File: config.mk
export PLATFORM = sky130hd
export DESIGN_NAME = processor_clock_state_control
export DESIGN_NICKNAME = d
export VERILOG_FILES = /design/src/clock_state_pkg.sv /design/src/processor_clock_state_control.sv
export VERILOG_INCLUDE_DIRS = /design/src /design/src/src
export SDC_FILE = /design/constraint.sdc
export NUM_CORES = 1
export LEC_CHECK = 0
export BUFFER_PORTS_ARGS = -buffer_cell sky130_fd_sc_hd__clkbuf_2
export CAP_MARGIN = 20
export CORE_MARGIN = 10
export CORE_UTILIZATION = 50
export CTS_CLUSTER_DIAMETER = 150
export CTS_CLUSTER_SIZE = 25
export DETAILED_ROUTE_END_ITERATION = 8
export PLACE_DENSITY = 0.7
export SETUP_SLACK_MARGIN = 0.15
export SYNTH_ARGS = -nofsm -noshare
export SYNTH_HDL_FRONTEND = slang
export SYNTH_SLANG_ARGS = --single-unit
File: constraint.sdc
create_clock -name clk_i -period 3.2 [get_ports clk_i]
set_input_delay 0.16 -clock clk_i [delete_from_list [all_inputs] [get_ports clk_i]]
set_output_delay 0.16 -clock clk_i [all_outputs]
set_load 0.02 [all_outputs]
File: src/clock_state_consts.svh
// Offsets of the pin vector, polarities and timing counts for the clock state controller.
`ifndef CLOCK_STATE_CONSTS_SVH
`define CLOCK_STATE_CONSTS_SVH
`define PIN_STOP_CLOCK     0
`define PIN_SLEEP          1
`define PIN_BUS_INIT       2
`define PIN_SOFT_INIT      3
`define PIN_RESET_REQ      4
`define PIN_CACHE_FLUSH    5
`define PIN_SMI            6
`define PIN_NMI            7
`define PIN_MASKABLE_INTERRUPT           8
`define PIN_LINT0          9
`define PIN_LINT1          10
`define PIN_A20_MASK       11
`define PIN_PRIORITY_REQ   12
`define PIN_CLOCK_STOPPED  13
`define PIN_SNOOP          14
`define PIN_BUS_QUIET      15
`define PIN_STRAP          16
`define PIN_COUNT          17
`define PIN_LOW_ACTIVE     17'h1187f
`define EVENT_COUNT        6
`define EXIT_BUS_CLOCKS    10
`define SNOOP_QUIET_CLOCKS 2
`define DEEP_EXIT_TIME_MS  30
`define CLOCK_PERIOD_NS    8
`endif

File: src/clock_state_pkg.sv
// Types shared by the clock state controller.
package clock_state_pkg;
  typedef enum logic [3:0] {
    ST_NORMAL,
    ST_AUTO_HALT,
    ST_STOP_GRANT,
    ST_QUICK_START,
    ST_SNOOP,
    ST_SLEEP,
    ST_DEEP_SLEEP,
    ST_DEEP_WAKE,
    ST_WAKE,
    ST_SLEEP_EXIT,
    ST_SERVICE
  } clock_state_t;
endpackage

File: src/processor_clock_state_control.sv
// Processor low-power clock state controller.
// How it works
// - Halt instruction enters Auto Halt; any halt-break event returns to Normal.
// - Auto Halt still snoops; leaving it for Normal takes ten bus clocks.
// - Stop request in Auto Halt grants with acknowledge; release returns without Halt cycle.
// - Management interrupt recognized in Auto Halt; handler may resume Auto Halt silently.
// - Cache flush in Auto Halt is serviced, then Auto Halt resumes; A20 changes seen.
// - Strap sampled at reset picks Quick Start when low, else Stop Grant.
// - Stop Grant snoops and latches one of each event for service in Normal.
// - Stop Grant leaves on release, bus init or flush; exit takes ten clocks.
// - After bus init or flush in Stop Grant, return there unless request released.
// - Reset in Stop Grant or Quick Start initializes at once, stays in state.
// - Sleep entered only from Stop Grant; sleep request ignored in Normal and Auto Halt.
// - Quick Start acts only on priority snoops; ignores interrupts, flush, bus init.
// - Quick Start leaves for Normal, or Auto Halt if entered from there, only on stop release, taking ten clocks.
// - Snoop in low-power states enters snoop state until quiet, then returns.
// - Sleep keeps context, no snoops or latching; exit to Stop Grant takes ten clocks.
// - After the bus clock restarts, Sleep or Quick Start resumes after 30 ms.
`include "clock_state_consts.svh"

module processor_clock_state_control #(
  parameter int DEEP_EXIT_CYCLES = (`DEEP_EXIT_TIME_MS * 1000000) / `CLOCK_PERIOD_NS
) (
  // Clock and reset.
  input  wire logic        clk_i,
  input  wire logic        reset_i,
  // Pins from the system, asynchronous.
  input  wire logic        stop_clock_request_n_i,
  input  wire logic        sleep_request_n_i,
  input  wire logic        clock_state_select_strap_n_i,
  input  wire logic        bus_initialization_n_i,
  input  wire logic        soft_init_n_i,
  input  wire logic        reset_request_n_i,
  input  wire logic        cache_flush_request_n_i,
  input  wire logic        system_management_interrupt_n_i,
  input  wire logic        nonmaskable_interrupt_i,
  input  wire logic        maskable_interrupt_i,
  input  wire logic [1:0]  local_interrupt_lines_i,
  input  wire logic        address_bit20_mask_n_i,
  input  wire logic        priority_bus_request_n_i,
  input  wire logic        bus_clock_stopped_i,
  input  wire logic        snoop_request_i,
  input  wire logic        bus_quiet_i,
  // Core side, same clock.
  input  wire logic        halt_instruction_i,
  input  wire logic        smm_return_i,
  input  wire logic        smm_return_to_halt_i,
  input  wire logic        service_done_i,
  input  wire logic [5:0]  event_taken_i,
  // State and status.
  output clock_state_pkg::clock_state_t clock_state_o,
  output logic             core_clock_run_o,
  output logic             snoop_enable_o,
  output logic             service_events_o,
  output logic             quick_start_mode_o,
  output logic             address_bit20_mask_o,
  output logic [5:0]       pending_events_o,
  // Bus cycles and core commands, one-cycle pulses.
  output logic             halt_cycle_o,
  output logic             stop_grant_ack_o,
  output logic             flush_start_o,
  output logic             bus_init_start_o,
  output logic             core_init_o
);

  localparam int CW = $clog2(DEEP_EXIT_CYCLES + 1);
  localparam logic [CW-1:0] EXIT_LOAD  = CW'(`EXIT_BUS_CLOCKS - 1);
  localparam logic [CW-1:0] EXIT_LEN   = CW'(`EXIT_BUS_CLOCKS);
  localparam logic [CW-1:0] QUIET_LOAD = CW'(`SNOOP_QUIET_CLOCKS - 1);
  localparam logic [CW-1:0] DEEP_LOAD  = CW'(DEEP_EXIT_CYCLES - 1);

  clock_state_pkg::clock_state_t state;
  clock_state_pkg::clock_state_t next_state;
  clock_state_pkg::clock_state_t resume;
  clock_state_pkg::clock_state_t next_resume;
  clock_state_pkg::clock_state_t stop_state;

  logic [`PIN_COUNT-1:0]   pin_raw;
  logic [`PIN_COUNT-1:0]   pin_meta;
  logic [`PIN_COUNT-1:0]   pin_sync;
  logic [`PIN_COUNT-1:0]   act;
  logic [`PIN_COUNT-1:0]   act_prev;
  logic [`PIN_COUNT-1:0]   edge_on;
  logic [`EVENT_COUNT-1:0] ev_edge;
  logic [`EVENT_COUNT-1:0] pending;
  logic [CW-1:0]           count;
  logic [CW-1:0]           next_count;
  logic [CW-1:0]           timed_len;
  logic                    quick_start;
  logic                    from_halt;
  logic                    next_from_halt;
  logic                    a20_mask;
  logic                    next_ack;
  logic                    next_halt_cycle;
  logic                    next_flush;
  logic                    next_bus_initialization_n;
  logic                    next_init;
  logic                    latch_window;

  // Every pin passes two flip-flops; polarity is folded in only after the second.
  assign pin_raw = {clock_state_select_strap_n_i, bus_quiet_i, snoop_request_i,
                    bus_clock_stopped_i, priority_bus_request_n_i, address_bit20_mask_n_i,
                    local_interrupt_lines_i, maskable_interrupt_i, nonmaskable_interrupt_i,
                    system_management_interrupt_n_i, cache_flush_request_n_i,
                    reset_request_n_i, soft_init_n_i, bus_initialization_n_i,
                    sleep_request_n_i, stop_clock_request_n_i};

  // Synchroniser and edge history carry data only, so they need no reset.
  always_ff @(posedge clk_i)
  begin
    pin_meta <= pin_raw;
    pin_sync <= pin_meta;
    act_prev <= act;
  end

  // Active-high view of the pins and their assertion edges.
  assign act     = pin_sync ^ `PIN_LOW_ACTIVE;
  assign edge_on = act & ~act_prev;
  assign ev_edge = {edge_on[`PIN_MASKABLE_INTERRUPT], edge_on[`PIN_NMI], edge_on[`PIN_LINT1],
                    edge_on[`PIN_LINT0], edge_on[`PIN_SOFT_INIT], edge_on[`PIN_SMI]};

  // The strap is followed for as long as reset is held and frozen at release.
  always_ff @(posedge clk_i)
  begin
    if (reset_i)
      quick_start <= act[`PIN_STRAP];
  end

  // The two stop states are mutually exclusive; the strap alone chooses.
  assign stop_state = quick_start ? clock_state_pkg::ST_QUICK_START
                                  : clock_state_pkg::ST_STOP_GRANT;

  // Events are latched wherever the core or the snoop logic still runs.
  // Quick Start and Sleep drop them: their inputs are meant to stand still.
  assign latch_window = !(state inside {clock_state_pkg::ST_QUICK_START,
                                        clock_state_pkg::ST_SLEEP,
                                        clock_state_pkg::ST_DEEP_SLEEP,
                                        clock_state_pkg::ST_DEEP_WAKE,
                                        clock_state_pkg::ST_SLEEP_EXIT})
                     && !(state == clock_state_pkg::ST_SNOOP
                          && resume == clock_state_pkg::ST_QUICK_START);

  // Next state; pins are read only through the synchronised view.
  always_comb
  begin
    next_state      = state;
    next_resume     = resume;
    next_count      = count;
    next_from_halt  = from_halt;
    next_ack        = 1'b0;
    next_halt_cycle = 1'b0;
    next_flush      = 1'b0;
    next_bus_initialization_n      = 1'b0;
    next_init       = 1'b0;
    unique case (state)
      clock_state_pkg::ST_NORMAL:
      begin
        if (act[`PIN_STOP_CLOCK])
        begin
          next_state     = stop_state;
          next_ack       = 1'b1;
          next_from_halt = 1'b0;
        end
        else if (halt_instruction_i)
        begin
          next_state      = clock_state_pkg::ST_AUTO_HALT;
          next_halt_cycle = 1'b1;
        end
        else if (smm_return_i && smm_return_to_halt_i)
          next_state = clock_state_pkg::ST_AUTO_HALT;
      end
      clock_state_pkg::ST_AUTO_HALT:
      begin
        if (act[`PIN_STOP_CLOCK])
        begin
          next_state     = stop_state;
          next_ack       = 1'b1;
          next_from_halt = 1'b1;
        end
        else if (edge_on[`PIN_CACHE_FLUSH])
        begin
          next_state  = clock_state_pkg::ST_SERVICE;
          next_resume = clock_state_pkg::ST_AUTO_HALT;
          next_flush  = 1'b1;
        end
        else if (act[`PIN_NMI] || act[`PIN_MASKABLE_INTERRUPT] || act[`PIN_SMI] || act[`PIN_SOFT_INIT]
                 || act[`PIN_BUS_INIT] || act[`PIN_RESET_REQ])
        begin
          next_state  = clock_state_pkg::ST_WAKE;
          next_resume = clock_state_pkg::ST_NORMAL;
          next_count  = EXIT_LOAD;
          next_bus_initialization_n  = edge_on[`PIN_BUS_INIT];
          next_init   = edge_on[`PIN_RESET_REQ];
        end
        else if (act[`PIN_SNOOP])
        begin
          next_state  = clock_state_pkg::ST_SNOOP;
          next_resume = clock_state_pkg::ST_AUTO_HALT;
          next_count  = QUIET_LOAD;
        end
      end
      clock_state_pkg::ST_STOP_GRANT:
      begin
        if (edge_on[`PIN_RESET_REQ])
          next_init = 1'b1;
        else if (!act[`PIN_STOP_CLOCK])
        begin
          next_state  = clock_state_pkg::ST_WAKE;
          next_resume = from_halt ? clock_state_pkg::ST_AUTO_HALT
                                  : clock_state_pkg::ST_NORMAL;
          next_count  = EXIT_LOAD;
        end
        else if (edge_on[`PIN_BUS_INIT] || edge_on[`PIN_CACHE_FLUSH])
        begin
          next_state  = clock_state_pkg::ST_SERVICE;
          next_resume = clock_state_pkg::ST_STOP_GRANT;
          next_bus_initialization_n  = edge_on[`PIN_BUS_INIT];
          next_flush  = edge_on[`PIN_CACHE_FLUSH];
        end
        else if (act[`PIN_SLEEP])
          next_state = clock_state_pkg::ST_SLEEP;
        else if (act[`PIN_SNOOP])
        begin
          next_state  = clock_state_pkg::ST_SNOOP;
          next_resume = clock_state_pkg::ST_STOP_GRANT;
          next_count  = QUIET_LOAD;
        end
      end
      clock_state_pkg::ST_QUICK_START:
      begin
        // Everything but these four inputs is assumed still here.
        if (edge_on[`PIN_RESET_REQ])
          next_init = 1'b1;
        else if (!act[`PIN_STOP_CLOCK])
        begin
          next_state  = clock_state_pkg::ST_WAKE;
          next_resume = from_halt ? clock_state_pkg::ST_AUTO_HALT
                                  : clock_state_pkg::ST_NORMAL;
          next_count  = EXIT_LOAD;
        end
        else if (act[`PIN_CLOCK_STOPPED])
        begin
          next_state  = clock_state_pkg::ST_DEEP_SLEEP;
          next_resume = clock_state_pkg::ST_QUICK_START;
        end
        else if (act[`PIN_PRIORITY_REQ])
        begin
          next_state  = clock_state_pkg::ST_SNOOP;
          next_resume = clock_state_pkg::ST_QUICK_START;
          next_count  = QUIET_LOAD;
        end
      end
      clock_state_pkg::ST_SNOOP:
      begin
        // From Quick Start only the priority agent may snoop.
        if ((resume == clock_state_pkg::ST_QUICK_START ? act[`PIN_PRIORITY_REQ]
                                                       : act[`PIN_SNOOP])
            || !act[`PIN_BUS_QUIET])
          next_count = QUIET_LOAD;
        else if (count == '0)
          next_state = resume;
        else
          next_count = count - CW'(1);
      end
      clock_state_pkg::ST_SLEEP:
      begin
        if (edge_on[`PIN_RESET_REQ])
        begin
          next_init  = 1'b1;
          next_state = clock_state_pkg::ST_STOP_GRANT;
        end
        else if (act[`PIN_CLOCK_STOPPED])
        begin
          next_state  = clock_state_pkg::ST_DEEP_SLEEP;
          next_resume = clock_state_pkg::ST_SLEEP;
        end
        else if (!act[`PIN_SLEEP])
        begin
          next_state = clock_state_pkg::ST_SLEEP_EXIT;
          next_count = EXIT_LOAD;
        end
      end
      clock_state_pkg::ST_DEEP_SLEEP:
      begin
        // Reset is not acted on here; the system must not raise it.
        if (!act[`PIN_CLOCK_STOPPED])
        begin
          next_state = clock_state_pkg::ST_DEEP_WAKE;
          next_count = DEEP_LOAD;
        end
      end
      clock_state_pkg::ST_DEEP_WAKE, clock_state_pkg::ST_WAKE:
      begin
        if (count == '0)
          next_state = resume;
        else
          next_count = count - CW'(1);
      end
      clock_state_pkg::ST_SLEEP_EXIT:
      begin
        if (count == '0)
          next_state = clock_state_pkg::ST_STOP_GRANT;
        else
          next_count = count - CW'(1);
      end
      clock_state_pkg::ST_SERVICE:
      begin
        if (service_done_i)
        begin
          if (resume == clock_state_pkg::ST_AUTO_HALT)
            next_state = clock_state_pkg::ST_AUTO_HALT;
          else if (act[`PIN_STOP_CLOCK])
            next_state = clock_state_pkg::ST_STOP_GRANT;
          else
          begin
            next_state  = clock_state_pkg::ST_WAKE;
            next_resume = clock_state_pkg::ST_NORMAL;
            next_count  = EXIT_LOAD;
          end
        end
      end
      default:
        next_state = clock_state_pkg::ST_NORMAL;
    endcase
  end

  // State, timers and one-cycle command pulses.
  always_ff @(posedge clk_i)
  begin
    if (reset_i)
    begin
      state            <= clock_state_pkg::ST_NORMAL;
      resume           <= clock_state_pkg::ST_NORMAL;
      count            <= '0;
      from_halt        <= 1'b0;
      stop_grant_ack_o <= 1'b0;
      halt_cycle_o     <= 1'b0;
      flush_start_o    <= 1'b0;
      bus_init_start_o <= 1'b0;
      core_init_o      <= 1'b0;
    end
    else
    begin
      state            <= next_state;
      resume           <= next_resume;
      count            <= next_count;
      from_halt        <= next_from_halt;
      stop_grant_ack_o <= next_ack;
      halt_cycle_o     <= next_halt_cycle;
      flush_start_o    <= next_flush;
      bus_init_start_o <= next_bus_initialization_n;
      core_init_o      <= next_init;
    end
  end

  // One occurrence per event is kept; a new edge beats a same-cycle clear.
  always_ff @(posedge clk_i)
  begin
    if (reset_i)
      pending <= '0;
    else
      pending <= (pending & ~event_taken_i) | (ev_edge & {`EVENT_COUNT{latch_window}});
  end

  // The address mask follows its pin only in Normal and Auto Halt, not in Service.
  always_ff @(posedge clk_i)
  begin
    if (reset_i)
      a20_mask <= 1'b0;
    else if (state inside {clock_state_pkg::ST_NORMAL, clock_state_pkg::ST_AUTO_HALT})
      a20_mask <= act[`PIN_A20_MASK];
  end

  // Status outputs; latched events are released to the core only in Normal.
  assign clock_state_o        = state;
  assign quick_start_mode_o   = quick_start;
  assign address_bit20_mask_o = a20_mask;
  assign pending_events_o     = pending;
  assign service_events_o     = (state == clock_state_pkg::ST_NORMAL);
  assign core_clock_run_o     = (state inside {clock_state_pkg::ST_NORMAL,
                                               clock_state_pkg::ST_SERVICE});
  assign snoop_enable_o       = (state == clock_state_pkg::ST_SNOOP);

  // Cycles spent so far in a Wake or Sleep Exit (not Deep Wake), read only by the checks below.
  always_ff @(posedge clk_i)
  begin
    if (reset_i)
      timed_len <= '0;
    else if (state inside {clock_state_pkg::ST_WAKE, clock_state_pkg::ST_SLEEP_EXIT})
      timed_len <= timed_len + CW'(1);
    else
      timed_len <= '0;
  end
endmodule

==> out/metrics.cfg, run 1 <==
[finish]
drive_gt1_frac=0.172
ff_latch_area_sq_mm=0.00173
area_growth_pct=19.3
antenna_cells=0
fill_cells=681
layout.nets=532
multi_input_area_sq_mm=0.00197

[setup_path]
crit_arrival_ns=3.14
end_kind=flip-flop
r2r_start=clock_state_o[3]
reg2regPathDepth=7
required_ns=3.48
critical_path.cell_chain=or4b_1 > a32o_1 > o22ai_1 > a2111oi_1 > buf_4 > or2_1 > a31oi_1
r2r_slack_ns=0.34
timing.rr.end=count[17]
crit_path_start_kind=flip-flop
max_stage_delay_ns=0.68
cp_slowest_cell=or4b_1
critPathMaxFanout=26
crit_type=flip-flop to flip-flop

[clock_tree]
root_buffer=clkbuf_8
clkTransAtPathRegs_ns=0.10
cts_tree=built
clock_latency_ns=0.36
cts_hold_buf=17
cts_max_level=3
cts.sinks=86
cts_resized=0
numCtsBuffers=9
clock_path_buffers=2
cts_setup_buffers=0

[floorplan]
die_w_microns=108
die_h_microns=108
fp.dieArea_sq_mm=0.0117
ioPinCount=49
core.rowCount=32
initial_core_util=0.507
coreArea_sq_mm=0.00765

[yosys]
ys_seq_area_frac=0.446
yosys_most_used_dff=dfxtp_1
synth_edf_count=1
synth-seq-cells=86
syn-num-nets=466
synthCells=436
yosysUniqueCellTypes=70
synth-async-reset-ratio=0
synth_warnings=0
synth_area_sq_mm=0.00388
synth_area_per_cell_sq_um=8.90

[sta]
period_minus_slack_ns=2.86
holdWs_ns=0.0499
tightest_slew_ns=0.833
relSlewSlack=0.444
rsz0062_at_grt=no
fin_setup_tns_ns=0
hold_viol_final=0
fin_crit_sh=0.894
clock_skew_ns=0.0147
setup_violations=0
max_freq_mhz=350
finalMaxSlewViolations=0

[min_path]
whs_endpoint=pending_events_o[5]
min-delay-start=event_taken_i[5]
hp-class=primary input to flip-flop
hold_depth=3

[grt]
grt_util_all_layers=0.184
grt_overflow=0
grt_pass1_vias=3445
grt_max_degree=37
grt_antenna_before_repair=0
grt_pass1_wl_microns=17600

[status]
violations=DRC
status=complete, but fails checks

[drt]
finalWirelength_microns=10800
wl_per_cell_microns=17.7
drc=1
postRouteAntennaNets=0
vias=3695
wl_met3_microns=984
via_per_inst=6.07
wl_met2_microns=4710
wl_met1_microns=4870
dr.pass1.iters=8
drtIter0Drc=416
top_layer=met4

[flow_run]
maxCapViolations=0

[pwr]
ir_drop_uv=482
p_leak_nw=1.84
pwr_density_cell_mw_per_mm2=949

[place]
dp_hpwl_microns=7620
gp_congestion=0.939
port_buffers=48

==> metal layers <==
layer  track usage  vias up
li1              -     1775
met1         0.254     1700
met2         0.269      195
met3        0.0464       25
met4        0.0658        0
met5             0        -
==> cell type report <==
type	count	share of cell area
Timing Repair Buffer	79	0.111
Clock buffer	10	0.0322
Multi-Input combinational cell	307	0.426
Sequential cell	86	0.374
Clock inverter	6	0.0130
Inverter	19	0.0154
Tap cell	102	0.0276
==> power by group <==
| group | internal (mW) | switching (mW) |
|---|---|---|
| clock | 0.346 | 0.423 |
| sequential | 1.20 | 0.211 |
| combinational | 0.844 | 1.36 |
==> registers in the layout, summed over array words and instances, names as in the netlist, 3 cells and up <==
name              count
act_prev              9
clock_state_o         4
count                22
pending_events_o      6
pin_meta             17
pin_sync             17
resume                3
==> cells by family (layout without fill, tap and decap cells) <==
| family | count (synthesis) | in the layout | synth area share |
|---|---|---|---|
| and+or+nand+nor | 165 | 165 | 0.242 |
| adders and majority gates | 1 | 1 | 0.00322 |
| xor gates and xnor gates | 4 | 4 | 0.00903 |
| DFF | 86 | 86 | 0.446 |
| buffers and inverters | 43 | 114 | 0.0458 |
| AOI/OAI and AO/OA | 132 | 132 | 0.241 |
| muxes | 5 | 5 | 0.0129 |
==> metrics by stage <==
stage | instances | utilization | setup slack (ns) | power, mW | cell area [sq um]
after floorplan | 436 | - | 0.685 | 2.96 | 3880
after global placement | 576 | 0.555 | 0.509 | 3.53 | 4250
after detailed placement | 576 | 0.555 | 0.424 | 3.56 | 4250
after CTS | 609 | 0.605 | 0.409 | 4.36 | 4630
after global routing | 609 | 0.605 | 0.188 | 4.67 | 4630
final | 609 | 0.605 | 0.340 | 4.39 | 4630
==> cells in the final DEF (no fill, tap or decap), types with 10 or more instances in the layout <==
cell	synthesis	layout
buf_4	0	14
o21ai_0	17	17
nand2_1	28	28
dfxtp_1	85	85
inv_1	19	19
dlygate4sd3_1	0	17
nor2_1	29	29
a21oi_1	24	24
nor3_1	21	21
nand2b_1	19	19
clkbuf_2	0	48
or3_1	10	10
==> how the worst max path moves through the flow <==
| stage | from | to | slack (ns) | depth (start not counted) |
|---|---|---|---|---|
| final | clock_state_o[3] | count[17] | 0.34 | 7 |
| after CTS | count[0] | clock_state_o[1] | 0.41 | 8 |
| after floorplan | clock_state_o[2] | clock_state_o[1] | 0.68 | 7 |
| after global routing | clock_state_o[3] | count[17] | 0.19 | 7 |
| after global placement | count[0] | clock_state_o[2] | 0.51 | 8 |
| after detailed placement | clock_state_o[3] | count[7] | 0.42 | 7 |
==> cell usage after synthesis, types with 3 or more instances <==
master / count / area, sq um
o21ai_0: 17 / 85.1
o32ai_1: 3 / 26.3
o2bb2ai_1: 3 / 26.3
a311oi_1: 5 / 43.8
a31oi_1: 8 / 50.1
mux2i_1: 5 / 50.1
dfxtp_1: 85 / 1700
a21o_1: 4 / 30.0
nand3b_1: 5 / 37.5
xnor2_1: 3 / 26.3
and3_1: 3 / 18.8
nor3b_1: 5 / 37.5
a32o_1: 3 / 30.0
nand4_1: 7 / 43.8
nor4_1: 8 / 50.1
or3_1: 10 / 62.6
clkbuf_1: 12 / 45.0
nor3_1: 21 / 105
nand2b_1: 19 / 119
a221oi_1: 4 / 35.0
nor2b_1: 4 / 25.0
o41ai_1: 3 / 26.3
buf_2: 7 / 35.0
a32oi_1: 3 / 26.3
a41oi_1: 3 / 26.3
a21oi_1: 24 / 120
nand2_1: 28 / 105
o22ai_1: 9 / 56.3
o21ai_1: 4 / 20.0
a2111oi_0: 4 / 35.0
inv_1: 19 / 71.3
o31ai_1: 5 / 37.5
nor2_1: 29 / 109
a211o_1: 4 / 35.0
a211oi_1: 9 / 67.6
nand3_1: 6 / 30.0
buf_1: 4 / 15.0
==> critical path, delay by kind of cell, from the launching register on <==
kind / cells / cell delay, ns
AND/OR/NAND/NOR: 2 / 0.98
flip-flops: 1 / 0.58
AO/OA/AOI/OAI: 4 / 0.99
buffers and inverters: 1 / 0.22
(Power assumes the default switching activity.)
==> run 2, diff against run 1 <==
PLACE_DENSITY = 0.73   (was 0.7)
SLEW_MARGIN = 20   (was default)
TNS_END_PERCENT = 20   (was default)
clock period = 2.6 ns   (was 3.2 ns; I/O delays follow)
==> run 2 against run 1 <==
Net effect:
- total power rose by 42%
- final area is 9.2% higher
- clock skew shrank 0.0041 ns
- critical endpoint is now count[5]
- the run now ends clean
- hold slack got worse by 0.029 ns
==> out/metrics.cfg, run 2 (synthesis gave the netlist of run 1 again) <==
[status]
status=finished, final reports clean

[finish]
stdcell_area_sq_mm=0.00505  ; +9.2%
antenna_cells=0  ; unchanged
drive_gt1_frac=0.265  ; +0.0933
final_util=0.661  ; +0.0555
reg.largest.list=count: 22 flops, pin_meta: 17 flops, pin_sync: 17 flops
stdcell_count=657  ; +7.9%
layout.nets=580  ; +9.0%
area_growth_pct=30.2
mostFrequentLayoutCells=81 x dfxtp_1, 61 x buf_4, 48 x clkbuf_2, 29 x nor2_1, 28 x nand2_1
fill_cells=648  ; -4.8%
largest_reg_flops=22  ; unchanged
regMostFlops=count
layout_commonest_cell=dfxtp_1

[sta]
tightest_slew_ns=0.858  ; +0.0254 ns
fin_crit_sh=0.932  ; +0.0384
hold_viol_final=0  ; unchanged
clock_skew_ns=0.0106  ; -0.00405 ns
rsz0062_at_grt=yes
setup_violations=0  ; unchanged
max_freq_mhz=413  ; +18%
finalMaxSlewViolations=0  ; unchanged
period_minus_slack_ns=2.42  ; -0.436 ns
relSlewSlack=0.428  ; -0.0162
fin_setup_tns_ns=0  ; unchanged

[clock_tree]
clkTransAtPathRegs_ns=0.10  ; about the same
root_buffer=clkbuf_8
numCtsBuffers=9  ; unchanged
clock_path_buffers=2  ; unchanged
cts_tree=built
cts_max_level=3  ; unchanged
cts.sinks=86  ; unchanged
clock_latency_ns=0.36  ; about the same

[setup_path]
critical_path.cell_chain=or4b_1 > a32o_1 > o22ai_1 > buf_4 > nor4_1 > buf_4 > a32oi_1 > o21ai_1
critPathMaxFanout=16  ; -38%
crit_type=flip-flop to flip-flop
end_kind=flip-flop
required_ns=2.85  ; -0.63 ns
cp_slowest_cell=or4b_1
crit_path_start_kind=flip-flop
crit_top_cell=buf_4
crit_arrival_ns=2.68  ; -0.46 ns
max_stage_delay_ns=0.55  ; -0.13 ns

[drt]
drtIter0Drc=440  ; +5.8%
drc=0  ; -1
wl_per_cell_microns=17.9  ; +1.0%
finalWirelength_microns=11800  ; +9.0%
postRouteAntennaNets=0  ; unchanged
vias=3985  ; +7.8%
dr.pass1.iters=5  ; -3
via_per_inst=6.07  ; about the same

[grt]
grt_overflow=0  ; unchanged
grt_pass1_wl_microns=18500  ; +5.3%
grt_pass1_vias=3797  ; +10%
grt_antenna_before_repair=0  ; unchanged
grt_max_degree=37  ; unchanged
grt_util_all_layers=0.195  ; +0.0111

[pwr]
ir_drop_uv=714  ; +48%
power.total_mw=6.22  ; +42%
pwr_density_cell_mw_per_mm2=1230  ; +30%
p_leak_nw=2.10  ; +14%

[place]
gp_congestion=0.976  ; +4.0%
dp.cells=618  ; +7.3%
dp_hpwl_microns=8400  ; +10%
placed_cell_area_sq_mm=0.00457  ; +7.6%
port_buffers=48  ; unchanged

[floorplan]
die_h_microns=108  ; unchanged
ioPinCount=49  ; unchanged
coreArea_sq_mm=0.00765  ; unchanged
initial_core_util=0.507  ; unchanged
core.rowCount=32  ; unchanged
die_w_microns=108  ; unchanged
fp.dieArea_sq_mm=0.0117  ; unchanged

[flow_run]
maxCapViolations=0  ; unchanged

[min_path]
hp-class=primary input to flip-flop

## run 2: cell types whose count changed in the layout (fill, tap and decap cells not counted), sizes merged
cell / before / now
bufinv: 0 / 1
buf: 14 / 62
clkbuf: 58 / 57
clkinvlp: 2 / 1
inv: 22 / 23
## run 2: routing by layer
layer  track usage  wire (microns)
met1         0.253            5150
met2         0.291            5060
met3        0.0607            1190
met4        0.0840             351
met5             0               0
## run 2: through the flow
step                setup slack (ns)  hold WS (ns)
finish                         0.177        0.0206
floorplan                      0.109         0.158
global route                  0.0891        0.0213
global placement              0.0590         0.233
detailed placement           -0.0544         0.234
CTS                            0.111        0.0166
## run 2: report_power, final
part           internal (mW)  total, mW  switching [mW]
Clock                  0.457      0.988           0.531
Combinational           1.57       3.56            1.99
Sequential              1.48       1.68           0.196
## run 2: worst paths after layout
path                                  startpoint                   to  slack, ns  cells after the start
worst max-delay path            clock_state_o[1]             count[5]       0.18                      8
worst min-delay path            event_taken_i[3]  pending_events_o[3]       0.02                      3
worst max register to register  clock_state_o[1]             count[5]       0.18                      8
worst min register to register       pin_meta[0]          pin_sync[0]       0.33                      0
## run 2: critical path: cells and delay by family (launching register included)
family,cells,cell delay [ns]
AO/OA/AOI/OAI,4,0.86
buffers and inverters,2,0.42
flip-flops,1,0.42
AND/OR/NAND/NOR,2,0.60
## run 2: repair_timing
action,in CTS,in global routing
hold buffers,17,0
endpoints found under the hold margin,17,0
resized for setup,4,11
pin swaps,2,1
setup endpoints to repair,11,27
buffers inserted,2,4
## run 2: cell type report
| type | count | area (sq um) | share of cell area |
|---|---|---|---|
| Sequential cell | 86 | 1740 | 0.344 |
| Clock buffer | 9 | 124 | 0.0245 |
| Inverter | 19 | 71.3 | 0.0141 |
| Clock inverter | 7 | 77.6 | 0.0154 |
| Timing Repair Buffer | 127 | 880 | 0.174 |
| Multi-Input combinational cell | 307 | 2030 | 0.403 |
| Tap cell | 102 | 128 | 0.0253 |
==> run 3, diff against run 2 <==
PLACE_DENSITY = 0.81   (was 0.73)
==> run 3 against run 2 <==
Net effect:
- first-iteration DRC count shrank 26%
- utilization down 0.44 points
- worst setup slack worse by 0.019 ns
- final cell count is 1.4% lower
- final area decreased by 0.67%
- clock power up 0.5%
- global-route usage down 0.18 points
- sequential power is essentially flat
- hold slack improved by 0.0070 ns
- count of clock-buffer cells in the layout increased by 2
==> out/metrics.cfg, run 3 (synthesis gave the netlist of run 1 again) <==
[sta]
tightest_slew_ns=0.651  ; -0.207 ns
finalMaxSlewViolations=0  ; unchanged
setup_violations=0  ; unchanged
relSlewSlack=0.562  ; +0.134
fin_crit_sh=0.939  ; +0.00734
period_minus_slack_ns=2.44  ; +0.0191 ns
rsz0062_at_grt=yes
max_freq_mhz=409  ; -0.78%
hold_viol_final=0  ; unchanged
holdWs_ns=0.0276  ; +0.00697 ns
fin_setup_tns_ns=0  ; unchanged
clock_skew_ns=0.00988  ; -0.000756 ns
fin_ws_ns=0.158  ; -0.0191 ns

[grt]
grt_pass1_wl_microns=18500  ; -0.22%
grt_max_degree=21  ; -43%
grt_antenna_before_repair=0  ; unchanged
grt_pass1_vias=3854  ; +1.5%
grtUsageMet1=0.232  ; -0.0212
grtUsageMet2=0.321  ; +0.0297
busiest_layer=met2
grt_overflow=0  ; unchanged
grt_util_all_layers=0.193  ; -0.00183
use_met3=0.0410  ; -0.0196

[finish]
drive_gt1_frac=0.247  ; -0.0176
stdcell_area_sq_mm=0.00502  ; -0.67%
reg.largest.list=count: 22 flops, pin_meta: 17 flops, pin_sync: 17 flops
layout_commonest_cell=dfxtp_1
largest_reg_flops=22  ; unchanged
area_growth_pct=29.3
regMostFlops=count
stdcell_count=648  ; -1.4%
mostFrequentLayoutCells=84 x dfxtp_1, 50 x buf_4, 48 x clkbuf_2, 29 x nor2_1, 28 x nand2_1
layout.nets=571  ; -1.6%
final_util=0.656  ; -0.00442
fill_cells=614  ; -5.2%
antenna_cells=0  ; unchanged

[setup_path]
reg2regPathDepth=9  ; +1
end_kind=flip-flop
crit_path_start_kind=flip-flop
crit_arrival_ns=2.70  ; +0.02 ns
r2r_start=count[0]
crit_type=flip-flop to flip-flop
critPathMaxFanout=8  ; -8
required_ns=2.85  ; about the same
timing.rr.end=clock_state_o[1]
r2r_slack_ns=0.16  ; -0.02 ns

[place]
place_ws_ns=0.0650  ; +0.119 ns
dp_hpwl_microns=8220  ; -2.1%
port_buffers=48  ; unchanged
dp.cells=613  ; -0.81%
placed_cell_area_sq_mm=0.00454  ; -0.55%
gp_congestion=0.962  ; -1.4%

[min_path]
hold_depth=3  ; unchanged
min-delay-start=event_taken_i[3]
hp-class=primary input to flip-flop
whs_endpoint=pending_events_o[3]

[floorplan]
initial_core_util=0.507  ; unchanged
die_h_microns=108  ; unchanged
fp.dieArea_sq_mm=0.0117  ; unchanged
coreArea_sq_mm=0.00765  ; unchanged
ioPinCount=49  ; unchanged
core.rowCount=32  ; unchanged
die_w_microns=108  ; unchanged

[drt]
vias=4026  ; +1.0%
dr.pass1.iters=5  ; unchanged
drtIter0Drc=327  ; -26%
finalWirelength_microns=11400  ; -2.9%
via_per_inst=6.21  ; +2.4%
drc=0  ; unchanged
wl_per_cell_microns=17.6  ; -1.5%
postRouteAntennaNets=0  ; unchanged

[pwr]
pwr-share-clk=0.162  ; +0.003
pwr-share-comb=0.569  ; -0.002
p_sw_frac=0.430  ; -0.00573
p_switching_mw=2.64  ; -2.9%
ir_drop_uv=729  ; +2.1%
seqPwrFrac=0.269  ; about the same
power.total_mw=6.12  ; -1.6%
pwr_density_cell_mw_per_mm2=1220  ; -0.98%
intPower_mw=3.49  ; -0.64%
p_leak_nw=2.07  ; -1.6%

[clock_tree]
cts.sinks=86  ; unchanged
numCtsBuffers=9  ; unchanged
clock_latency_ns=0.35  ; about the same
cts_max_level=3  ; unchanged
clock_path_buffers=2  ; unchanged
clkTransAtPathRegs_ns=0.09  ; about the same
root_buffer=clkbuf_8
cts_tree=built

[flow_run]
maxCapViolations=0  ; unchanged

[status]
status=finished, final reports clean

[run 3: worst max-delay path, stage by stage (launching register included)]
cell and delay, ns:
dfxtp_1 0.33, inv_2 0.09, ha_4 0.15, or4b_4 0.51
nor3_4 0.28, o311ai_4 0.16, a2111oi_4 0.32, buf_6 0.18
o21ai_2 0.05, a221oi_1 0.26
[run 3: layout make-up]
type / count / area, sq um / area share
Multi-Input combinational cell: 307 / 2040 / 0.407
Sequential cell: 86 / 1730 / 0.345
Timing Repair Buffer: 118 / 828 / 0.165
Clock buffer: 11 / 151 / 0.0302
Tap cell: 102 / 128 / 0.0254
Inverter: 19 / 71.3 / 0.0142
Clock inverter: 5 / 65.1 / 0.0130
[run 3: worst max path at each step]
stage,from,to,depth (start not counted)
2_1_floorplan,clock_state_o[2],count[17],9
3_3_place_gp,count[1],clock_state_o[1],9
3_5_place_dp,count[1],clock_state_o[0],9
4_1_cts,count[1],clock_state_o[1],9
5_1_grt,clock_state_o[1],count[20],9
6_report,count[0],clock_state_o[1],9
[run 3: timing repair]
action | in CTS | in global routing
hold buffers | 17 | 0
endpoints found under the hold margin | 17 | 0
pin swaps | 2 | 5
resized for setup | 3 | 10
buffers inserted | 1 | 0
gates cloned | 0 | 1
setup endpoints to repair | 4 | 22
[run 3: metal layers]
layer	wire (microns)	share of wire
met2	5550	0.49
met3	1010	0.088
met4	339	0.030
met1	4520	0.40
met5	0	0
[run 3: power by group through the flow]
stage	sequential, mW	combinational (mW)	clock (mW)
2_1_floorplan	1.68	1.97	0
3_3_place_gp	1.66	3.07	0
3_5_place_dp	1.66	3.11	0
4_1_cts	1.64	3.23	1.01
5_1_grt	1.67	3.72	1.06
6_report	1.65	3.48	0.993
